File: src/iebk_pkg.sv
// package for the interrupt enable bank: register map, bit positions, carriers.
// assumes a 32-bit axi4-lite slave port and four 16-bit enable words.
package iebk_pkg;

  // ****************************************************************
  // sizes and register map
  // ****************************************************************
  localparam int NUM_WORDS = 4;
  localparam int WORD_W = 16;
  localparam int PRIO_W = 3;
  localparam int AXI_DATA_W = 32;
  localparam int AXI_STRB_W = 4;
  localparam int ADDR_LSB = 2;
  localparam int IDX_W = 3;
  // enable words 1..4 at 0x00..0x0c, gated request words 1..4 at 0x10..0x1c
  localparam logic [2:0] IDX_EN1 = 3'h0;
  localparam logic [2:0] IDX_REQ1 = 3'h4;
  localparam logic [WORD_W-1:0] EN_RESET = 16'h0000;
  localparam logic [PRIO_W-1:0] PRIO_OFF = 3'h0;
  localparam logic [1:0] RESP_OKAY = 2'h0;
  localparam logic [1:0] RESP_SLVERR = 2'h2;
  localparam logic [1:0] RESP_DECERR = 2'h3;

  // ****************************************************************
  // enable bit positions, word 1
  // ****************************************************************
  localparam int E1_UART2_TX = 15;
  localparam int E1_UART2_RX = 14;
  localparam int E1_EXT2 = 13;
  localparam int E1_TIMER5 = 12;
  localparam int E1_TIMER4 = 11;
  localparam int E1_CMP4 = 10;
  localparam int E1_CMP3 = 9;
  localparam int E1_CAP8 = 7;
  localparam int E1_CAP7 = 6;
  localparam int E1_EXT1 = 4;
  localparam int E1_CHANGE = 3;
  localparam int E1_COMPARATOR = 2;
  localparam int E1_I2C1_MST = 1;
  localparam int E1_I2C1_SLV = 0;
  // word 2
  localparam int E2_PARPORT = 13;
  localparam int E2_CMP8 = 12;
  localparam int E2_CMP5 = 9;
  localparam int E2_CAP6 = 8;
  localparam int E2_CAP3 = 5;
  localparam int E2_SPI2_EVT = 1;
  localparam int E2_SPI2_FLT = 0;
  // word 3
  localparam int E3_RTC = 14;
  localparam int E3_EXT4 = 6;
  localparam int E3_EXT3 = 5;
  localparam int E3_I2C2_MST = 2;
  localparam int E3_I2C2_SLV = 1;
  // word 4
  localparam int E4_CHARGE_TIME = 13;
  localparam int E4_LOW_VOLT = 8;
  localparam int E4_CRC = 3;
  localparam int E4_UART2_ERR = 2;
  localparam int E4_UART1_ERR = 1;

  // ****************************************************************
  // carriers
  // ****************************************************************
  typedef struct packed {
    logic [WORD_W-1:0] w4;
    logic [WORD_W-1:0] w3;
    logic [WORD_W-1:0] w2;
    logic [WORD_W-1:0] w1;
  } iebk_bank_t;

  typedef logic [NUM_WORDS-1:0][WORD_W-1:0][PRIO_W-1:0] iebk_prio_t;
  typedef logic [NUM_WORDS-1:0][WORD_W-1:0] iebk_words_t;

endpackage

File: src/iebk_enable_bank.sv
// interrupt enable bank: four 16-bit enable words behind an axi4-lite slave,
// gating flag bits into per-source requests for the core's interrupt logic.
// assumes flags and priorities come from logic on aclk (no synchroniser).
//
// The AXI4-Lite interface to the registers and the register offsets were chosen for this implementation.
`timescale 1ns/100ps

// What this block does
// - an enable bit of 1 passes its source's request, 0 blocks it
// - implemented enable bits reset to 0 and are software readable and writable
// - unimplemented enable bits ignore writes and read as zero
// - word 1 bit 15 gates uart2 transmit, bit 14 uart2 receive
// - word 1 bit 13 gates external interrupt 2, bit 4 external interrupt 1
// - word 1 bit 12 gates timer 5, bit 11 timer 4
// - word 1 bits 10 and 9 gate compare channels 4 and 3; bit 8 absent
// - word 1 bits 7 and 6 gate capture channels 8 and 7; bit 5 absent
// - word 1 bit 3 gates change notification, bit 2 the comparator
// - word 1 bit 1 gates i2c1 master event, bit 0 i2c1 slave event
// - word 2 bit 13 gates the parallel port; bits 15 and 14 absent
// - word 2 bits 12 to 9 gate compare channels 8 to 5
// - word 2 bits 8 to 5 gate capture channels 6 to 3; bits 4-2 absent
// - word 2 bit 1 gates spi2 event, bit 0 spi2 fault
// - word 3 bit 14 gates the rtc; bits 15 and 13-7 absent
// - word 3 bits 6 and 5 gate external interrupts 4 and 3; bits 4-3 absent
// - word 3 bits 2 and 1 gate i2c2 master and slave; bit 0 absent
// - word 4 bit 13 gates charge-time unit, bit 8 low voltage; bits 12-9 absent
// - word 4 bit 3 gates the crc generator; bits 7-4 absent
// - word 4 bits 2 and 1 gate uart2 and uart1 errors; bit 0 absent
// - each source's flag records a request; its enable decides forwarding
// - a priority of 000 disables a source; 111 is highest
module iebk_enable_bank
  import iebk_pkg::*;
#(
  parameter int ADDR_W = 8
) (
  input wire logic aclk,
  input wire logic aresetn,
  input wire logic [ADDR_W-1:0] s_axi_awaddr,
  input wire logic s_axi_awvalid,
  output logic s_axi_awready,
  input wire logic [AXI_DATA_W-1:0] s_axi_wdata,
  input wire logic [AXI_STRB_W-1:0] s_axi_wstrb,
  input wire logic s_axi_wvalid,
  output logic s_axi_wready,
  output logic [1:0] s_axi_bresp,
  output logic s_axi_bvalid,
  input wire logic s_axi_bready,
  input wire logic [ADDR_W-1:0] s_axi_araddr,
  input wire logic s_axi_arvalid,
  output logic s_axi_arready,
  output logic [AXI_DATA_W-1:0] s_axi_rdata,
  output logic [1:0] s_axi_rresp,
  output logic s_axi_rvalid,
  input wire logic s_axi_rready,
  input wire iebk_bank_t irq_flag,
  input wire iebk_prio_t irq_prio,
  output iebk_bank_t irq_enable,
  output iebk_bank_t irq_request
);

  // ****************************************************************
  // address decode helpers
  // ****************************************************************

  // word index of a byte address; low two bits are ignored
  function automatic logic [IDX_W-1:0] word_idx(input logic [ADDR_W-1:0] a);
    word_idx = a[ADDR_LSB +: IDX_W];
  endfunction

  // address falls inside the eight-word window
  function automatic logic in_window(input logic [ADDR_W-1:0] a);
    in_window = (a >> (ADDR_LSB + IDX_W)) == '0;
  endfunction

  // ****************************************************************
  // implemented-bit masks
  // ****************************************************************
  iebk_words_t impl_mask;

  // every bit not set here is unimplemented: it never stores and reads zero
  always_comb begin
    impl_mask = '0;
    impl_mask[0][E1_UART2_TX] = 1'b1;
    impl_mask[0][E1_UART2_RX] = 1'b1;
    impl_mask[0][E1_EXT2] = 1'b1;
    impl_mask[0][E1_EXT1] = 1'b1;
    impl_mask[0][E1_TIMER5] = 1'b1;
    impl_mask[0][E1_TIMER4] = 1'b1;
    impl_mask[0][E1_CMP4] = 1'b1;
    impl_mask[0][E1_CMP3] = 1'b1;
    impl_mask[0][E1_CAP8] = 1'b1;
    impl_mask[0][E1_CAP7] = 1'b1;
    impl_mask[0][E1_CHANGE] = 1'b1;
    impl_mask[0][E1_COMPARATOR] = 1'b1;
    impl_mask[0][E1_I2C1_MST] = 1'b1;
    impl_mask[0][E1_I2C1_SLV] = 1'b1;
    impl_mask[1][E2_PARPORT] = 1'b1;
    for (int b = E2_CMP5; b <= E2_CMP8; b++) begin
      impl_mask[1][b] = 1'b1;
    end
    for (int b = E2_CAP3; b <= E2_CAP6; b++) begin
      impl_mask[1][b] = 1'b1;
    end
    impl_mask[1][E2_SPI2_EVT] = 1'b1;
    impl_mask[1][E2_SPI2_FLT] = 1'b1;
    impl_mask[2][E3_RTC] = 1'b1;
    impl_mask[2][E3_EXT4] = 1'b1;
    impl_mask[2][E3_EXT3] = 1'b1;
    impl_mask[2][E3_I2C2_MST] = 1'b1;
    impl_mask[2][E3_I2C2_SLV] = 1'b1;
    impl_mask[3][E4_CHARGE_TIME] = 1'b1;
    impl_mask[3][E4_LOW_VOLT] = 1'b1;
    impl_mask[3][E4_CRC] = 1'b1;
    impl_mask[3][E4_UART2_ERR] = 1'b1;
    impl_mask[3][E4_UART1_ERR] = 1'b1;
  end

  // ****************************************************************
  // state
  // ****************************************************************
  iebk_words_t en_reg;
  iebk_words_t en_next;
  iebk_words_t req_reg;
  iebk_words_t req_next;
  iebk_words_t flag_w;
  logic aw_hold_reg;
  logic w_hold_reg;
  logic [ADDR_W-1:0] waddr_reg;
  logic [WORD_W-1:0] wdata_reg;
  logic [1:0] wstrb_reg;
  logic awready_reg;
  logic wready_reg;
  logic bvalid_reg;
  logic [1:0] bresp_reg;
  logic arready_reg;
  logic rvalid_reg;
  logic [1:0] rresp_reg;
  logic [WORD_W-1:0] rdata_reg;

  // ****************************************************************
  // request gating
  // ****************************************************************

  // flag struct to word array so one loop serves all four words
  assign flag_w = {irq_flag.w4, irq_flag.w3, irq_flag.w2, irq_flag.w1};

  // the flag holds the occurrence; the enable and priority decide forwarding.
  // registered so the core sees a clean level, at the cost of one cycle.
  always_comb begin
    for (int r = 0; r < NUM_WORDS; r++) begin
      for (int b = 0; b < WORD_W; b++) begin
        req_next[r][b] = flag_w[r][b]
          & en_reg[r][b]
          & (irq_prio[r][b] != PRIO_OFF);
      end
    end
  end

  always_ff @(posedge aclk) begin
    if (!aresetn) begin
      req_reg <= '0;
    end else begin
      req_reg <= req_next;
    end
  end

  // ****************************************************************
  // write channel
  // ****************************************************************
  logic aw_take;
  logic w_take;
  logic do_wr;
  logic b_done;
  logic [IDX_W-1:0] wr_idx;
  logic wr_hit;
  logic wr_en_word;
  logic [WORD_W-1:0] wr_lane_mask;

  assign aw_take = s_axi_awvalid & awready_reg;
  assign w_take = s_axi_wvalid & wready_reg;
  // both halves held and no response pending: commit the write
  assign do_wr = aw_hold_reg & w_hold_reg & ~bvalid_reg;
  assign b_done = bvalid_reg & s_axi_bready;
  assign wr_idx = word_idx(waddr_reg);
  assign wr_hit = in_window(waddr_reg);
  assign wr_en_word = wr_hit & (wr_idx < IDX_REQ1);
  // only byte lanes 0 and 1 carry enable bits; upper lanes are dropped
  assign wr_lane_mask = {{8{wstrb_reg[1]}}, {8{wstrb_reg[0]}}};

  // address and data accepted in either order, each held until the commit
  always_ff @(posedge aclk) begin
    if (!aresetn) begin
      aw_hold_reg <= 1'b0;
      w_hold_reg <= 1'b0;
      waddr_reg <= '0;
      wdata_reg <= '0;
      wstrb_reg <= '0;
      awready_reg <= 1'b1;
      wready_reg <= 1'b1;
    end else begin
      if (aw_take) begin
        aw_hold_reg <= 1'b1;
        waddr_reg <= s_axi_awaddr;
        awready_reg <= 1'b0;
      end else if (do_wr) begin
        aw_hold_reg <= 1'b0;
      end
      if (w_take) begin
        w_hold_reg <= 1'b1;
        wdata_reg <= s_axi_wdata[WORD_W-1:0];
        wstrb_reg <= s_axi_wstrb[1:0];
        wready_reg <= 1'b0;
      end else if (do_wr) begin
        w_hold_reg <= 1'b0;
      end
      // channels reopen only once the response is taken: one write at a time
      if (b_done) begin
        awready_reg <= 1'b1;
        wready_reg <= 1'b1;
      end
    end
  end

  // write response: unmapped decodes, read-only request words are refused
  always_ff @(posedge aclk) begin
    if (!aresetn) begin
      bvalid_reg <= 1'b0;
      bresp_reg <= RESP_OKAY;
    end else if (do_wr) begin
      bvalid_reg <= 1'b1;
      if (!wr_hit) begin
        bresp_reg <= RESP_DECERR;
      end else if (!wr_en_word) begin
        bresp_reg <= RESP_SLVERR;
      end else begin
        bresp_reg <= RESP_OKAY;
      end
    end else if (b_done) begin
      bvalid_reg <= 1'b0;
    end
  end

  // ****************************************************************
  // enable registers
  // ****************************************************************

  // merge written lanes into the addressed word, implemented bits only
  always_comb begin
    en_next = en_reg;
    for (int r = 0; r < NUM_WORDS; r++) begin
      if (do_wr && wr_en_word && (wr_idx == IDX_EN1 + IDX_W'(r))) begin
        en_next[r] = (en_reg[r] & ~(wr_lane_mask & impl_mask[r]))
          | (wdata_reg & wr_lane_mask & impl_mask[r]);
      end
    end
  end

  always_ff @(posedge aclk) begin
    if (!aresetn) begin
      for (int r = 0; r < NUM_WORDS; r++) begin
        en_reg[r] <= EN_RESET;
      end
    end else begin
      en_reg <= en_next;
    end
  end

  // ****************************************************************
  // read channel
  // ****************************************************************
  logic ar_take;
  logic r_done;
  logic [IDX_W-1:0] rd_idx;
  logic rd_hit;
  logic [WORD_W-1:0] rd_word;

  assign ar_take = s_axi_arvalid & arready_reg;
  assign r_done = rvalid_reg & s_axi_rready;
  assign rd_idx = word_idx(s_axi_araddr);
  assign rd_hit = in_window(s_axi_araddr);
  // lower half of the window is the enables, upper half the gated requests
  assign rd_word = (rd_idx < IDX_REQ1) ? en_reg[rd_idx[1:0]] & impl_mask[rd_idx[1:0]]
    : req_reg[rd_idx[1:0]];

  // one read at a time; data captured at the address handshake
  always_ff @(posedge aclk) begin
    if (!aresetn) begin
      arready_reg <= 1'b1;
      rvalid_reg <= 1'b0;
      rresp_reg <= RESP_OKAY;
      rdata_reg <= '0;
    end else if (ar_take) begin
      arready_reg <= 1'b0;
      rvalid_reg <= 1'b1;
      rresp_reg <= rd_hit ? RESP_OKAY : RESP_DECERR;
      rdata_reg <= rd_hit ? rd_word : '0;
    end else if (r_done) begin
      arready_reg <= 1'b1;
      rvalid_reg <= 1'b0;
    end
  end

  // ****************************************************************
  // outputs, all straight from flip-flops
  // ****************************************************************
  assign s_axi_awready = awready_reg;
  assign s_axi_wready = wready_reg;
  assign s_axi_bvalid = bvalid_reg;
  assign s_axi_bresp = bresp_reg;
  assign s_axi_arready = arready_reg;
  assign s_axi_rvalid = rvalid_reg;
  assign s_axi_rresp = rresp_reg;
  // upper half of the data word always reads zero
  assign s_axi_rdata = {{(AXI_DATA_W - WORD_W){1'b0}}, rdata_reg};
  assign irq_enable.w1 = en_reg[0];
  assign irq_enable.w2 = en_reg[1];
  assign irq_enable.w3 = en_reg[2];
  assign irq_enable.w4 = en_reg[3];
  // external sources still need pin routing elsewhere before they fire
  assign irq_request.w1 = req_reg[0];
  assign irq_request.w2 = req_reg[1];
  assign irq_request.w3 = req_reg[2];
  assign irq_request.w4 = req_reg[3];

endmodule

File: config.mk
export PLATFORM = sky130hd
export DESIGN_NAME = iebk_enable_bank
export DESIGN_NICKNAME = d
export VERILOG_FILES = /design/src/iebk_pkg.sv /design/src/iebk_enable_bank.sv
export SDC_FILE = /design/constraint.sdc
export NUM_CORES = 1
export LEC_CHECK = 0
export CELL_PAD_IN_SITES_DETAIL_PLACEMENT = 1
export CELL_PAD_IN_SITES_GLOBAL_PLACEMENT = 1
export CORE_AREA = 2 2 188 190
export CTS_BUF_LIST = sky130_fd_sc_hd__clkbuf_8
export DETAILED_ROUTE_END_ITERATION = 8
export DIE_AREA = 0 0 190 192
export DONT_BUFFER_PORTS = 1
export PLACE_DENSITY = 0.37
export SLEW_MARGIN = 30
export SYNTH_ARGS = -nofsm -noshare
export SYNTH_HDL_FRONTEND = slang
export SYNTH_SLANG_ARGS = --single-unit
File: constraint.sdc
create_clock -name aclk -period 1.97 [get_ports aclk]
set_input_delay 0.197 -clock aclk [delete_from_list [all_inputs] [get_ports aclk]]
set_output_delay 0.197 -clock aclk [all_outputs]
set_load 0.1 [all_outputs]
==> metrics <==
IO Pins=484; deepest level of the CTS H-tree=4; Initial DRT Pass Iterations=4; DR DRC count=0; CTS clk-pin slew, worst paths=80 ps; crit end category=flop; Max Cap Viol=0; Setup Skew=14.4 ps; worst path arrival time=2200 ps; max-slew violations=0; worst slew pin tran=687 ps; Seq cells post-synth=120; CP Class=flop to flop; num rows=68; largest net degree at the start of global routing=99; Nets=1112; most numerous cell in the Yosys netlist=dfxtp_1; slew margin rel.=54.1%; Final Hold Viols=0; multi-input logic area=2670 sq um; Tightest Hold Check Type=primary input to flop; Worst Setup Start Kind=flop; syn avg cell area=9.32 sq um; Async SR Flop Fraction=0%; first-pass GRT wire length=31600 um; initial antenna violation count=0; Design Power=5.85 mW; RSZ-0062 raised after global routing=no; fmax=543 MHz; largest area contributor in the netlist=dfxtp_1; Total Wirelength=22300 um; crit path max fanout=4; Inserted Clock Buffers=17; Port Buffers=0; TritonCTS clock tree=yes; Post-Syn Area=5490 sq um; height of the die=192 um; Clock Tree Root=clkbuf_8; Detail Route Antenna Nets=0; GP Congestion=0.712; Max clock buf depth=2; predominant post-synthesis flop cell=dfxtp_1; fill count=4030; Worst R2R Setup Slack=130 ps; WL per Instance=17.7 um; Setup-failing EPs final=0; Pwr Density=739 nW/um^2; Synth top area share=43.8%; post-detail-place hpwl=16300 um; Fin Setup TNS=0 ps; die width=190 um; via count=4867; clock latency on the worst-skew pair=470 ps; final period utilization=93.6%; die area=36500 sq um; VDD IR-drop max=0.378 mV; largest cells by area after synthesis=dfxtp_1, buf_4, mux2i_1, nand2_1, nor3b_1; effective utilization at floorplan=16.0%; Tmin final=1840 ps; Mapped Cells=589; Yosys Warn Count=0; share of cells above drive strength 1=19.3%; Clock Sinks=120; Crit path required time=2330 ps; antenna cell count=0; Cell variety after synth=35; Seq/Total Area, Yosys=43.8%; area of the core=34300 sq um; synthesis-to-layout area growth=44.1%; Lkg Pwr=3.38 nW; GR Overflow Total=0; status=finished clean; register area=2410 sq um; EDFF count, synth=0; GRT Overall Usage=11.9%; ranking of synthesized cells by instance count=dfxtp_1, nand2_1, buf_4, mux2i_1, nor3_1; initial drt markers=110; vias in the first global route=5140; drt via density=3.87
final timing paths:
kind / start / cells past startpoint / endpoint
min: aresetn / 2 / s_axi_awready
max reg2reg: s_axi_bvalid / 4 / s_axi_wready
min reg2reg: wdata_reg[4] / 2 / flop
max: s_axi_bvalid / 4 / s_axi_wready
cells by family after synthesis:
| family | synth area share, % |
|---|---|
| flip-flops | 43.8 |
| AND/OR/NAND/NOR | 21.8 |
| buffers and inverters | 12.6 |
| adder cells (fa/ha/maj) | 1.14 |
| other | 0.0683 |
| multiplexers | 11.4 |
| AO/OA/AOI/OAI | 9.28 |
metal layers:
metal | GRT usage (%) | wire [um] | vias to the layer above
met5 | 0 | 0 | -
met4 | 3.64 | 240 | 0
met3 | 3.34 | 1280 | 10
met2 | 20.3 | 11100 | 187
met1 | 14.5 | 9670 | 2371
li1 | - | - | 2299
placed cells by master (no fill, tap or decap), drive strengths merged, types with 2 or more instances in the layout:
| master | n |
|---|---|
| or3 | 2 |
| a32oi | 4 |
| nand3b | 2 |
| inv | 9 |
| a22o | 2 |
| nor3b | 36 |
| nor2 | 11 |
| nand2b | 4 |
| nand2 | 104 |
| ha | 5 |
| mux2i | 40 |
| buf | 106 |
| conb | 74 |
| and2 | 3 |
| clkinv | 5 |
| o21ai | 14 |
| a22oi | 9 |
| nand4 | 2 |
| dfxtp | 120 |
| nor3 | 39 |
| clkinvlp | 2 |
| clkbuf | 19 |
| mux4 | 10 |
| a21boi | 30 |
| nand3 | 18 |
| o2bb2ai | 4 |
| bufinv | 2 |
| nor2b | 11 |
| dlygate4sd3 | 105 |
| a21oi | 6 |
layout make-up:
cell class | count | area share [%]
inverter | 6 | 0.285
tap | 455 | 7.20
multi-input combinational | 436 | 33.8
sequential | 120 | 30.4
clock buffer | 19 | 3.31
clock inverter | 12 | 1.41
timing repair buffer | 211 | 23.6
power breakdown:
group / switching [mW] / leakage, nW / internal (mW)
Clock: 1.08 / 0.201 / 1.16
Sequential: 0.0410 / 0.972 / 2.47
Combinational: 0.895 / 2.21 / 0.210
worst max-delay path: stages, from the launching register on:
cell	delay, ps
dfxtp_2	320
buf_4	230
a21boi_0	440
o21ai_0	160
dlygate4sd3_1	580
repair_timing:
item	4_1_cts	5_1_grt
buffers inserted	0	0
endpoints found under the setup margin	0	2
hold endpoints to repair	120	1
hold buffers	105	1
resized for setup	0	1
per-stage QoR:
step | hold WS [ps] | utilization, % | cell area, sq um | setup slack [ps] | cells
after global routing | 2.27 | 23.1 | 7910 | 10.4 | 1259
after global placement | 297 | 18.8 | 6460 | 256 | 1122
after floorplan | 290 | - | 5770 | 137 | 662
after detailed placement | 296 | 18.8 | 6460 | 249 | 1122
final | 41.3 | 23.1 | 7910 | 127 | 1259
after CTS | 4.44 | 23.0 | 7900 | 96.2 | 1258
Note: power is estimated with default switching activity, not from simulation.
